**src/mt8_pkg.sv**
```systemverilog
// How it works
// (RL1) eight-bit up-counter, free-running or modulo
// (RL2) overflow flag set on wrap to zero
// (RL3) flag clears after read-while-set then zero write
// (RL4) counter clear or limit write clears flag
// (RL5) interrupt when enable and flag both set
// (RL6) software clears flag before setting enable
// (RL7) clear bit zeroes count, reads zero
// (RL8) halt bit freezes count, reset sets it
// (RL9) status bits three to zero read zero
// (RL10) four count sources feed the prescaler
// (RL11) prescaler divides by powers two to 256
// (RL12) keeps counting while processor waits
// (RL13) software halts timer before idle waits
// (RL14) stopped in every stop mode
// (RL15) deep stop wake returns reset state
// (RL16) light stop interrupt exit keeps state
// (RL17) debug halts counting, resumes from held value
// (RL18) external pin synchronised to bus clock
// (RL19) external pin at most quarter bus rate
// (RL20) gate bit, cleared by reset, enables timer
// (RL21) source codes bus, fixed, falling, rising
// (RL22) prescale codes above eight divide by 256
// (RL23) zero limit runs full eight-bit range
// (RL24) count read-only, limit write zeroes count
// (RL25) each tick adds one, wraps at limit
// (RL26) source or ratio change keeps the count

package mt8_pkg;
    localparam int unsigned ADDR_W = 8;

    localparam logic [ADDR_W-1:0] OFS_STATUS_CONTROL = 8'h00;
    localparam logic [ADDR_W-1:0] OFS_CLOCK_CONFIG   = 8'h04;
    localparam logic [ADDR_W-1:0] OFS_COUNT_VALUE    = 8'h08;
    localparam logic [ADDR_W-1:0] OFS_MODULO_LIMIT   = 8'h0C;
    localparam logic [ADDR_W-1:0] OFS_PERIPH_GATE    = 8'h10;

    localparam int unsigned BIT_OVF   = 7;
    localparam int unsigned BIT_IE    = 6;
    localparam int unsigned BIT_CLR   = 5;
    localparam int unsigned BIT_HALT  = 4;
    localparam int unsigned BIT_GATE  = 0;
    localparam int unsigned SRC_LSB   = 4;
    localparam int unsigned PSEL_LSB  = 0;

    localparam logic [7:0] RST_COUNT = 8'h00;
    localparam logic [7:0] RST_LIMIT = 8'h00;
    localparam logic [3:0] RST_PSEL  = 4'h0;
    localparam logic [3:0] PSEL_MAX  = 4'h8;
    localparam logic       RST_HALT  = 1'b1;

    localparam logic [1:0] RESP_OKAY   = 2'h0;
    localparam logic [1:0] RESP_SLVERR = 2'h2;

    typedef enum logic [1:0] {
        SRC_BUS      = 2'h0,
        SRC_FIXED    = 2'h1,
        SRC_EXT_FALL = 2'h2,
        SRC_EXT_RISE = 2'h3
    } mt8_src_t;

    typedef struct packed {
        logic [ADDR_W-1:0] awaddr;
        logic              awvalid;
        logic [31:0]       wdata;
        logic [3:0]        wstrb;
        logic              wvalid;
        logic              bready;
        logic [ADDR_W-1:0] araddr;
        logic              arvalid;
        logic              rready;
    } mt8_axi_req_t;

    typedef struct packed {
        logic        awready;
        logic        wready;
        logic [1:0]  bresp;
        logic        bvalid;
        logic        arready;
        logic [31:0] rdata;
        logic [1:0]  rresp;
        logic        rvalid;
    } mt8_axi_rsp_t;
endpackage

```
**src/mt8_timer.sv**
```systemverilog
// The register addresses and the AXI4-Lite interface to the registers were left to the implementer.
`timescale 1ns/1ps
module mt8_sync (
    input  wire logic clock_i,
    input  wire logic rst_i,
    input  wire logic d_i,
    output logic      level_o
);
    logic s1;
    logic s2;
    logic s3;

    always_ff @(posedge clock_i or posedge rst_i) begin
        if (rst_i) begin
            s1 <= 1'b0;
            s2 <= 1'b0;
            s3 <= 1'b0;
        end else begin
            s1 <= d_i;
            s2 <= s1;
            s3 <= s2;
        end
    end

    // level changes only once the last two stages agree
    always_ff @(posedge clock_i or posedge rst_i) begin
        if (rst_i) begin
            level_o <= 1'b0;
        end else if (s2 == s3) begin
            level_o <= s3;
        end
    end
endmodule

module mt8_timer (
    // clock and reset
    input  wire logic                  clock_i,
    input  wire logic                  rst_i,
    // register bus
    input  wire mt8_pkg::mt8_axi_req_t axi_i,
    output mt8_pkg::mt8_axi_rsp_t      axi_o,
    // count inputs
    input  wire logic                  ext_count_pin_i,
    input  wire logic                  fixed_freq_clock_i,
    // system modes
    input  wire logic                  stop_mode_i,
    input  wire logic                  stop_reset_i,
    input  wire logic                  bdm_active_i,
    // interrupt request
    output logic                       irq_o
);
    logic                     aw_full;
    logic                     w_full;
    logic [mt8_pkg::ADDR_W-1:0] aw_addr;
    logic [7:0]               w_data;
    logic                     w_lane0;
    logic                     bvalid;
    logic [1:0]               bresp;
    logic                     rvalid;
    logic [1:0]               rresp;
    logic [31:0]              rdata;
    logic                     rd_sc;
    logic                     wr_fire;
    logic                     rd_acc;
    logic                     wr_sc;
    logic                     wr_cfg;
    logic                     wr_lim;
    logic                     wr_gate;
    logic                     wr_map;
    logic                     gate;
    logic                     overflow_flag;
    logic                     overflow_irq_enable;
    logic                     counter_halt;
    logic                     armed;
    mt8_pkg::mt8_src_t        source_select;
    logic [3:0]               prescale_select;
    logic [7:0]               count;
    logic [7:0]               limit;
    logic [7:0]               pre;
    logic [7:0]               mask;
    logic [7:0]               top;
    logic                     ext_count_input;
    logic                     ext_prev;
    logic                     ff_lvl;
    logic                     ff_prev;
    logic                     src_edge;
    logic                     run;
    logic                     tick;
    logic                     wrap;
    logic                     clr_req;
    logic                     tmr_rst;
    logic [7:0]               rd_byte;
    logic                     rd_map;

    // pin inputs into the bus clock domain
    mt8_sync u_ext_sync (
        .clock_i (clock_i),
        .rst_i   (rst_i),
        .d_i     (ext_count_pin_i),
        .level_o (ext_count_input)
    ); // (RL18)

    mt8_sync u_ff_sync (
        .clock_i (clock_i),
        .rst_i   (rst_i),
        .d_i     (fixed_freq_clock_i),
        .level_o (ff_lvl)
    );

    // bus handshakes
    assign axi_o.awready = ~aw_full & ~bvalid;
    assign axi_o.wready  = ~w_full & ~bvalid;
    assign axi_o.bvalid  = bvalid;
    assign axi_o.bresp   = bresp;
    assign axi_o.arready = ~rvalid;
    assign axi_o.rvalid  = rvalid;
    assign axi_o.rresp   = rresp;
    assign axi_o.rdata   = rdata;

    assign wr_fire = aw_full & w_full & ~bvalid;
    assign rd_acc  = axi_i.arvalid & ~rvalid;

    // write address and data taken in either order
    always_ff @(posedge clock_i or posedge rst_i) begin
        if (rst_i) begin
            aw_full <= 1'b0;
            aw_addr <= '0;
        end else if (axi_i.awvalid && !aw_full && !bvalid) begin
            aw_full <= 1'b1;
            aw_addr <= axi_i.awaddr;
        end else if (wr_fire) begin
            aw_full <= 1'b0;
        end
    end

    always_ff @(posedge clock_i or posedge rst_i) begin
        if (rst_i) begin
            w_full  <= 1'b0;
            w_data  <= 8'h00;
            w_lane0 <= 1'b0;
        end else if (axi_i.wvalid && !w_full && !bvalid) begin
            w_full  <= 1'b1;
            w_data  <= axi_i.wdata[7:0];
            w_lane0 <= axi_i.wstrb[0];
        end else if (wr_fire) begin
            w_full <= 1'b0;
        end
    end

    // write decode; timer registers ignore writes while gated
    always_comb begin
        wr_map  = 1'b1;
        wr_sc   = 1'b0;
        wr_cfg  = 1'b0;
        wr_lim  = 1'b0;
        wr_gate = 1'b0;
        unique case (aw_addr)
            mt8_pkg::OFS_STATUS_CONTROL: wr_sc   = wr_fire & w_lane0 & gate;
            mt8_pkg::OFS_CLOCK_CONFIG:   wr_cfg  = wr_fire & w_lane0 & gate;
            mt8_pkg::OFS_COUNT_VALUE:    wr_map  = 1'b1; // (RL24)
            mt8_pkg::OFS_MODULO_LIMIT:   wr_lim  = wr_fire & w_lane0 & gate;
            mt8_pkg::OFS_PERIPH_GATE:    wr_gate = wr_fire & w_lane0;
            default:                     wr_map  = 1'b0;
        endcase
    end

    always_ff @(posedge clock_i or posedge rst_i) begin
        if (rst_i) begin
            bvalid <= 1'b0;
            bresp  <= mt8_pkg::RESP_OKAY;
        end else if (wr_fire) begin
            bvalid <= 1'b1;
            bresp  <= wr_map ? mt8_pkg::RESP_OKAY : mt8_pkg::RESP_SLVERR;
        end else if (bvalid && axi_i.bready) begin
            bvalid <= 1'b0;
        end
    end

    // read mux; timer registers read zero while gated
    always_comb begin
        rd_byte = 8'h00;
        rd_map  = 1'b1;
        unique case (axi_i.araddr)
            mt8_pkg::OFS_STATUS_CONTROL: begin
                rd_byte = {overflow_flag, overflow_irq_enable, 1'b0, counter_halt, 4'h0}; // (RL7) (RL9)
            end
            mt8_pkg::OFS_CLOCK_CONFIG:   rd_byte = {2'h0, source_select, prescale_select};
            mt8_pkg::OFS_COUNT_VALUE:    rd_byte = count;
            mt8_pkg::OFS_MODULO_LIMIT:   rd_byte = limit;
            mt8_pkg::OFS_PERIPH_GATE:    rd_byte = {7'h00, gate};
            default:                     rd_map  = 1'b0;
        endcase
        if (!gate && axi_i.araddr != mt8_pkg::OFS_PERIPH_GATE) begin
            rd_byte = 8'h00;
        end
    end

    always_ff @(posedge clock_i or posedge rst_i) begin
        if (rst_i) begin
            rvalid <= 1'b0;
            rresp  <= mt8_pkg::RESP_OKAY;
            rdata  <= 32'h0000_0000;
            rd_sc  <= 1'b0;
        end else if (rd_acc) begin
            rvalid <= 1'b1;
            rresp  <= rd_map ? mt8_pkg::RESP_OKAY : mt8_pkg::RESP_SLVERR;
            rdata  <= {24'h00_0000, rd_byte};
            rd_sc  <= axi_i.araddr == mt8_pkg::OFS_STATUS_CONTROL;
        end else if (rvalid && axi_i.rready) begin
            rvalid <= 1'b0;
        end
    end

    // timer-level reset and counter clear requests
    assign tmr_rst = stop_reset_i; // (RL15)
    assign clr_req = (wr_sc & w_data[mt8_pkg::BIT_CLR]) | wr_lim; // (RL7) (RL24)

    // peripheral bus-clock gate
    always_ff @(posedge clock_i or posedge rst_i) begin
        if (rst_i) begin
            gate <= 1'b0;
        end else if (tmr_rst) begin
            gate <= 1'b0; // (RL20)
        end else if (wr_gate) begin
            gate <= w_data[mt8_pkg::BIT_GATE]; // (RL20)
        end
    end

    // control fields
    always_ff @(posedge clock_i or posedge rst_i) begin
        if (rst_i) begin
            overflow_irq_enable <= 1'b0;
            counter_halt        <= mt8_pkg::RST_HALT;
        end else if (tmr_rst) begin
            overflow_irq_enable <= 1'b0; // (RL5)
            counter_halt        <= mt8_pkg::RST_HALT; // (RL8)
        end else if (wr_sc) begin
            overflow_irq_enable <= w_data[mt8_pkg::BIT_IE];
            counter_halt        <= w_data[mt8_pkg::BIT_HALT]; // (RL8)
        end
    end

    // a change of source or ratio leaves count and prescaler alone
    always_ff @(posedge clock_i or posedge rst_i) begin
        if (rst_i) begin
            source_select   <= mt8_pkg::SRC_BUS;
            prescale_select <= mt8_pkg::RST_PSEL;
        end else if (tmr_rst) begin
            source_select   <= mt8_pkg::SRC_BUS;
            prescale_select <= mt8_pkg::RST_PSEL;
        end else if (wr_cfg) begin
            source_select   <= mt8_pkg::mt8_src_t'(w_data[mt8_pkg::SRC_LSB +: 2]); // (RL21) (RL26)
            prescale_select <= w_data[mt8_pkg::PSEL_LSB +: 4];
        end
    end

    always_ff @(posedge clock_i or posedge rst_i) begin
        if (rst_i) begin
            limit <= mt8_pkg::RST_LIMIT;
        end else if (tmr_rst) begin
            limit <= mt8_pkg::RST_LIMIT;
        end else if (wr_lim) begin
            limit <= w_data;
        end
    end

    // source edge detection
    always_ff @(posedge clock_i or posedge rst_i) begin
        if (rst_i) begin
            ext_prev <= 1'b0;
            ff_prev  <= 1'b0;
        end else begin
            ext_prev <= ext_count_input;
            ff_prev  <= ff_lvl;
        end
    end

    always_comb begin
        unique case (source_select)
            mt8_pkg::SRC_BUS:      src_edge = 1'b1; // (RL10) (RL21)
            mt8_pkg::SRC_FIXED:    src_edge = ff_lvl & ~ff_prev; // (RL10)
            mt8_pkg::SRC_EXT_FALL: src_edge = ~ext_count_input & ext_prev; // (RL10)
            mt8_pkg::SRC_EXT_RISE: src_edge = ext_count_input & ~ext_prev; // (RL10)
        endcase
    end

    // wait mode is not a term here, so counting goes on through it
    assign run = gate & ~counter_halt & ~stop_mode_i & ~bdm_active_i; // (RL12) (RL14) (RL16) (RL17) (RL20)

    // prescaler: divide by two to the power of the select code, by 256 for codes of eight and up
    assign mask = (prescale_select >= mt8_pkg::PSEL_MAX) ? 8'hFF
                : 8'((9'h001 << prescale_select) - 9'h001); // (RL11) (RL22)
    assign tick = run & src_edge & ((pre & mask) == mask); // (RL11)

    always_ff @(posedge clock_i or posedge rst_i) begin
        if (rst_i) begin
            pre <= 8'h00;
        end else if (tmr_rst || clr_req) begin
            pre <= 8'h00;
        end else if (run && src_edge) begin
            pre <= pre + 8'h01;
        end
    end

    // counter
    assign top  = (limit == 8'h00) ? 8'hFF : limit; // (RL23)
    assign wrap = tick & (count == top); // (RL1) (RL25)

    always_ff @(posedge clock_i or posedge rst_i) begin
        if (rst_i) begin
            count <= mt8_pkg::RST_COUNT;
        end else if (tmr_rst || clr_req) begin
            count <= mt8_pkg::RST_COUNT; // (RL7) (RL24)
        end else if (tick) begin
            count <= wrap ? 8'h00 : count + 8'h01; // (RL1) (RL25)
        end
    end

    // overflow flag; a wrap in the same cycle beats any clear except tmr_rst
    always_ff @(posedge clock_i or posedge rst_i) begin
        if (rst_i) begin
            overflow_flag <= 1'b0;
        end else if (tmr_rst) begin
            overflow_flag <= 1'b0;
        end else if (wrap) begin
            overflow_flag <= 1'b1; // (RL2)
        end else if (clr_req) begin
            overflow_flag <= 1'b0; // (RL4)
        end else if (wr_sc && armed && !w_data[mt8_pkg::BIT_OVF]) begin
            overflow_flag <= 1'b0; // (RL3)
        end
    end

    // read of status while flag set arms the clear
    always_ff @(posedge clock_i or posedge rst_i) begin
        if (rst_i) begin
            armed <= 1'b0;
        end else if (tmr_rst || wr_sc) begin
            armed <= 1'b0;
        end else if (rd_acc && gate && axi_i.araddr == mt8_pkg::OFS_STATUS_CONTROL) begin
            armed <= overflow_flag; // (RL3)
        end
    end

    assign irq_o = overflow_flag & overflow_irq_enable; // (RL5)
endmodule

```
**config.mk**
```make
export PLATFORM = sky130hd
export DESIGN_NAME = mt8_timer
export DESIGN_NICKNAME = d
export VERILOG_FILES = /design/src/mt8_pkg.sv /design/src/mt8_timer.sv
export SDC_FILE = /design/constraint.sdc
export NUM_CORES = 1
export LEC_CHECK = 0
export BUFFER_PORTS_ARGS = -buffer_cell sky130_fd_sc_hd__clkbuf_2
export CORE_UTILIZATION = 25
export DETAILED_ROUTE_END_ITERATION = 10
export PLACE_DENSITY = 0.42
export SLEW_MARGIN = 15
export SYNTH_ARGS = -nofsm -noshare
export SYNTH_HDL_FRONTEND = slang
export SYNTH_SLANG_ARGS = --single-unit
```
**constraint.sdc**
```tcl
create_clock -name clock_i -period 2.95 [get_ports clock_i]
set_input_delay 0 -clock clock_i [delete_from_list [all_inputs] [get_ports clock_i]]
set_output_delay 0 -clock clock_i [all_outputs]
set_load 0.02 [all_outputs]
```
Word-level counts from Yosys, hierarchy flattened
Index checks and enable logic that the tools add are counted.
{"block": "word_totals", "ff_bits": 78, "latch_bits": 0, "mem_bits_rw": 0, "rom_bits": 0, "inputBits": 64, "output_inout_bits": 42, "elab_cells": 161, "n_memories": 0}
{"block": "op_classes", "add_sub_neg": 3, "mul": 0, "n_div": 0, "order_cmp": 1, "n_eq_ne": 16, "shifts": 1, "muxes": 43, "bitwise_logic": 30, "reduce_logical": 37}
{"op": "2-to-1 mux 8 bit", "count": 10}
{"op": "one-hot mux 8 bit (5 select lines)", "count": 1}
{"op": "== test 8 x 4 -> 1 bit (second input constant)", "count": 4}
{"op": "2-to-1 mux 1 bit", "count": 25}
{"op": "logical NOT 8 bit", "count": 3}
{"op": "nonzero test 2 bit", "count": 11}
{"op": "bitwise AND 1 bit", "count": 18}
{"op": "adder 8 x 1 -> 8 bit (second input constant)", "count": 2}
{"op": "== test 8 x 3 -> 1 bit (second input constant)", "count": 2}
{"op": "== test 8 x 5 -> 1 bit (second input constant)", "count": 2}
{"op": "== test 8 bit", "count": 2}
{"op": "logical AND 1 bit", "count": 12}
{"op": "inverter 1 bit", "count": 10}
{"op": "OR reduction 5 bit", "count": 2}
{"op": "bitwise AND 8 bit", "count": 1}
{"op": "2-to-1 mux 2 bit", "count": 4}
{"op": "2-to-1 mux 4 bit", "count": 2}
{"op": "!= test 8 x 5 -> 1 bit (second input constant)", "count": 1}
{"op": "left shift 1 x 4 -> 8 bit (first input constant)", "count": 1}
{"op": "subtractor 8 x 1 -> 8 bit (second input constant)", "count": 1}
{"op": "logical NOT 1 bit", "count": 5}
{"op": "== test 2 bit (second input constant)", "count": 2}
{"op": ">= comparator 4 bit (second input constant)", "count": 1}
{"op": "one-hot mux 1 bit (4 select lines)", "count": 1}
{"op": "6 further kinds", "count": 8}

Depth between registers and ports, before layout
{"block": "depth", "ltp_word": 11, "ltp_mapped": 11, "ltp_nobuf": 9}

Cells and area by module
Synthesis repeated with hierarchy kept, for this count alone.
{"block": "hier_totals", "hier_cells": 395, "area_unflattened_um2": 4092.7}
{"module": "mt8_timer", "instances": 1, "cells_each": 383, "area_per_inst_um2": 3862.5, "seq_area_each_um2": 1702.9}
{"module": "mt8_sync", "instances": 2, "cells_each": 6, "area_per_inst_um2": 115.1, "seq_area_each_um2": 100.1}

Worst setup path before layout
Ideal clock, no wire load.
{"block": "synth_timing", "kind": "flip-flop to flip-flop", "start": "reg prescale_select[2]", "end": "reg count[6]", "setup_time_ns": 0.126, "t_arrival_ns": 2.480, "required_time_ns": 2.824, "slack_ns": 0.344, "path_stages_with_launch": 9, "n_path_buf": 0, "synth_period_minus_slack_ns": 2.606, "path_cell_list": "dfrtp_1 > nor2_1 > nand3b_1 > ha_1 > or3_1 > a311o_1 > nor3_1 > nor2_1 > a221o_1"}
{"block": "synth_via", "elab_chain_len": 10, "word_cells_on_any_way": 12, "cone_classes": "add/sub (1); order compare (1); eq/ne (1); shift (1); mux (4); bitwise (3); reduce/logical (1)"}
{"element": "start, declared", "line_no": "mt8_timer.sv:76", "rtl": "logic [3:0] prescale_select;"}
{"element": "start signal, assigned", "line_no": "mt8_timer.sv:247", "rtl": "prescale_select <= mt8_pkg::RST_PSEL;"}
{"element": "start signal, assigned", "line_no": "mt8_timer.sv:250", "rtl": "prescale_select <= mt8_pkg::RST_PSEL;"}
{"element": "start signal, assigned", "line_no": "mt8_timer.sv:253", "rtl": "prescale_select <= w_data[mt8_pkg::PSEL_LSB +: 4];"}
{"element": "left shift 1 x 4 -> 8 bit", "line_no": "mt8_timer.sv:292", "rtl": ": 8'((9'h001 << prescale_select) - 9'h001);"}
{"element": "subtractor 8 x 1 -> 8 bit", "line_no": "mt8_timer.sv:292"}
{"element": "2-to-1 mux 8 bit (*)", "line_no": "mt8_timer.sv:291", "rtl": "assign mask = (prescale_select >= mt8_pkg::PSEL_MAX) ? 8'hFF"}
{"element": "bitwise AND 8 bit", "line_no": "mt8_timer.sv:293", "rtl": "assign tick = run & src_edge & ((pre & mask) == mask);"}
{"element": "== test 8 bit (*)", "line_no": "mt8_timer.sv:293"}
{"element": "bitwise AND 1 bit (*)", "line_no": "mt8_timer.sv:293"}
{"element": "bitwise AND 1 bit", "line_no": "mt8_timer.sv:307", "rtl": "assign wrap = tick & (count == top);"}
{"element": "2-to-1 mux 8 bit", "line_no": "mt8_timer.sv:315", "rtl": "count <= wrap ? 8'h00 : count + 8'h01;"}
{"element": "2-to-1 mux 8 bit", "line_no": "mt8_timer.sv:314", "rtl": "end else if (tick) begin"}
{"element": "2-to-1 mux 8 bit", "line_no": "mt8_timer.sv:312", "rtl": "end else if (tmr_rst || clr_req) begin"}
{"element": "end signal, assigned", "line_no": "mt8_timer.sv:311", "rtl": "count <= mt8_pkg::RST_COUNT;"}
{"element": "end signal, assigned", "line_no": "mt8_timer.sv:313", "rtl": "count <= mt8_pkg::RST_COUNT;"}
{"element": "end signal, assigned", "line_no": "mt8_timer.sv:315"}
{"element": "end, declared", "line_no": "mt8_timer.sv:77", "rtl": "logic [7:0] count;"}
Mark *: on every way between the ends. The rest lies on a longest branch, timed or not. The select of a mux whose other input is x is not followed.
A chain may end at the register's enable or synchronous reset.

Worst setup path after layout
{"block": "layout_timing", "start": "reg prescale_select[3]", "end": "reg count[7]"}
The elaborated chain is that of the path after synthesis.

==> results by group <==
Outcome
  – Status: completed

Place
  – Final HPWL DP: 7062 um
  – Dpl cells: 659
  – # port buffers: 52
  – DP Area: 0.004471 mm2
  – Gpl congestion: 0.7544

Yosys
  – Number of synthesized flops with an enable pin: 0
  – Largest family of logic cells by synthesized area: simple AND/OR/NAND/NOR gates
  – Mapped Area: 0.004023 mm2
  – FFs w/ async S/R, synth: 100.0%
  – Yosys cell types: 58
  – Dominant cell type by area after synthesis: dfrtp_1
  – Register area share after synthesis: 47.31%
  – Top cells by area, synth: dfrtp_1 47%, mux2_2 5.6%, buf_4 5.2%
  – Synth Area in Compound Gates: 10.17%
  – Dominant synthesized flop cell: dfrtp_1
  – Share of the synthesized area in the top cell type: 46.66%
  – Synth warn: 0
  – Post-Synth Simple-Gate Area: 19.53%
  – Xor/xnor share of the synthesized area: 2.177%
  – Syn Inst Count: 400
  – Post-synthesis register bit count: 76
  – Syn_area_per_cell: 10.06 um2
  – Synth Area in Adders: 1.431%
  – Mux share of post-synthesis cell area: 11.14%

STA
  – WHS: 0.02251 ns
  – Least-Margin Pin Slew: 0.7742 ns
  – Fmax: 370.8 MHz
  – Setup TNS: 0 ns
  – Relative slew slack: 48.31%
  – Tmin final: 2.697 ns
  – Unrepaired setup endpoints after global routing: false
  – Final hold vios: 0
  – Fin. max-slew vios: 0
  – Worst Skew: 0.006275 ns
  – Fin crit share: 91.41%
  – Final setup vio count: 0

Worst hold path
  – Hold path cells: 3
  – Hold Path Origin: axi_i[11]
  – Min-delay worst type: primary input to flip-flop
  – Hold Path Sink: w_full

Power and ir drop
  – Power Dens Cells: 581.1 mW/mm2
  – Tot Pwr: 0.002887 W
  – Logic pwr share: 18.2%
  – Sw Ratio: 29.17%
  – Leak: 2.242 nW
  – Clock power frac: 35.1%
  – Internal power: 0.002045 W
  – Psw: 0.0008420 W
  – Seq pwr share: 46.7%
  – Worst vdd ir: 545.9 uV

GRT
  – Initial antenna violation count: 0
  – Vias in the first global route: 3,025
  – All-layer global routing usage: 12.86%
  – Largest net degree at the start of global routing: 42
  – First-pass GRT wire length: 16,110 um
  – Total gr overflow: 0

Critical path
  – Stages on the worst setup path: 9
  – Worst EP arrival: 2.98 ns
  – Crit path capture type: flip-flop
  – Depth of the most critical reg-to-reg path: 9
  – R2r setup slk: 0.25 ns
  – Cells along the critical path: nor2_1 -> nand3b_1 -> ha_1 -> and4_1 -> a2111oi_0 -> o2bb2ai_1 -> or3_4 -> o21ai_0 -> a22o_1
  – CP max-delay cell: dfrtp_1
  – Top delay family on crit path: simple AND/OR/NAND/NOR gates
  – Critical path buffers and inverters: 0
  – CP max FO: 9
  – Reg2reg end: count[7]
  – Critical Path Start: prescale_select[3]
  – Setup CP Type: flip-flop to flip-flop
  – Max incr delay on CP: 0.43 ns
  – WP data required: 3.23 ns
  – Critical path launch point type: flip-flop
  – RR Startpoint: prescale_select[3]

Final layout
  – Layout cell share with drive strength beyond 1: 22.45%
  – Design Area, Final: 0.004967 mm2
  – Final #Nets: 543
  – # fillers: 1,673
  – Antenna cell count: 0
  – Fin cells: 697
  – Area delta synth->final: 23.48%

Detailed routing
  – Wire per inst: 14.02 um
  – Routed vias/inst: 4.498
  – ANT nets after route: 0
  – Vias: 3,135
  – Drt total wl: 9771 um
  – Initial DRC Count: 179
  – DRC: 0
  – First-pass DRT Iterations: 4

Die
  – Row cnt: 46
  – Die Area: 0.01660 mm2
  – Top Ports: 106
  – Starting Density: 25.51%
  – Die X: 128.9 um
  – Die Span Y: 128.9 um
  – Core area: 0.01577 mm2

Clock network
  – Clock tree buffer depth: 2
  – Clock sink total: 76
  – CTS tree: yes
  – CTS Root Cell: clkbuf_16
  – H-Tree Depth: 3
  – Skew-Pair Late Insertion Delay: 0.34 ns
  – Clk pin slew, worst setup/hold paths: 0.06 ns
  – TritonCTS Buffers: 9

Job
  – Max Cap Viol: 0
[sequential cells by signal (all words and copies together) (netlist names), 2 cells and up]
| register | cells |
|---|---|
| aw_addr | 8 |
| source_select | 2 |
| limit | 8 |
| prescale_select | 4 |
| w_data | 8 |
| pre | 8 |
| rdata | 8 |
| count | 8 |
[cells by family after synthesis]
kind of cell	Yosys count
simple gates	149
flops	76
compound gates	60
buf+inv	58
mux	41
xor+xnor	10
fa+ha+maj	5
other cells	1
[synth_stat cells, types with 3 or more instances]
library cell and instances:
dfrtp_1 75, nor2_1 41, buf_4 28, nand2_1 26, o21ai_0 23, mux2_2 20
mux2i_1 20, nand3_1 16, clkbuf_1 14, nand4_1 13, inv_1 11, xor2_1 9
nor2b_1 7, a21oi_1 6, and2_1 6, nand2b_1 5, or3_1 5, or4_1 5
a22oi_1 4, buf_2 4, nor3_1 4, a21o_1 3, a32oi_1 3, and3_1 3
ha_1 3, nand4b_1 3, or2_2 3
[power groups by stage]
| stage | logic [W] | registers, W | clock network [W] |
|---|---|---|---|
| after floorplan | 0.000407 | 0.00133 | 0 |
| after global placement | 0.000499 | 0.00136 | 0 |
| after detailed placement | 0.000514 | 0.00137 | 0 |
| after CTS | 0.000538 | 0.00135 | 0.00105 |
| after global routing | 0.000585 | 0.00138 | 0.00110 |
| final | 0.000526 | 0.00135 | 0.00101 |
[worst max-delay path by stage]
stage                to
6_report       count[7]
2_1_floorplan  count[6]
3_3_place_gp   count[6]
5_1_grt        count[6]
4_1_cts        count[6]
3_5_place_dp   count[6]
[repair_timing]
item	in CTS	in global routing
hold buffers	22	0
endpoints found under the setup margin	0	2
buffers inserted	0	0
hold endpoints to repair	56	0
gates resized for setup	0	1
[cell type report]
type / count / area, um2 / share of cell area, %
clock buffer: 12 / 246.5 / 4.962
clock inverter: 4 / 25.02 / 0.5038
inverter: 11 / 41.29 / 0.8312
multi-input combinational: 291 / 1891 / 38.06
sequential: 76 / 1903 / 38.31
tap: 216 / 270.3 / 5.441
timing repair buffer: 87 / 590.6 / 11.89
[routing by layer]
metal	up-vias	part of all wire, %	global-route usage, %
li1	1523	-	-
met1	1525	48	17.01
met2	82	46	20.32
met3	5	4.9	3.784
met4	0	1.1	3.737
met5	-	0	0
[worst reg2reg max path: stages (launching register included)]
cell,delay [ns]
dfrtp_1,0.43
nor2_1,0.25
nand3b_1,0.12
ha_1,0.24
and4_1,0.21
a2111oi_0,0.43
o2bb2ai_1,0.17
or3_4,0.42
o21ai_0,0.22
a22o_1,0.15
[per-stage QoR]
| step | utilization (%) | setup slack [ns] |
|---|---|---|
| after floorplan | - | 0.3438 |
| after detailed placement | 28.35 | 0.1719 |
| after CTS | 31.47 | 0.1646 |
| after global placement | 28.35 | 0.2957 |
| after global routing | 31.50 | 0.03165 |
| final | 31.50 | 0.2534 |
[cells in the final DEF (no fill, tap or decap), types with 5 or more instances in the layout]
master,count
nand2_1,26
buf_4,12
nand2b_1,5
a21oi_1,6
nor2_1,41
dlygate4sd3_1,22
conb_1,26
or4_1,5
clkbuf_16,9
clkbuf_2,52
xor2_1,9
nor2b_1,7
inv_1,10
nand3_1,16
dfrtp_1,75
mux2i_1,20
nand4_1,13
and2_1,6
mux2_2,20
o21ai_0,23
Power figures use the tool's default switching activity.
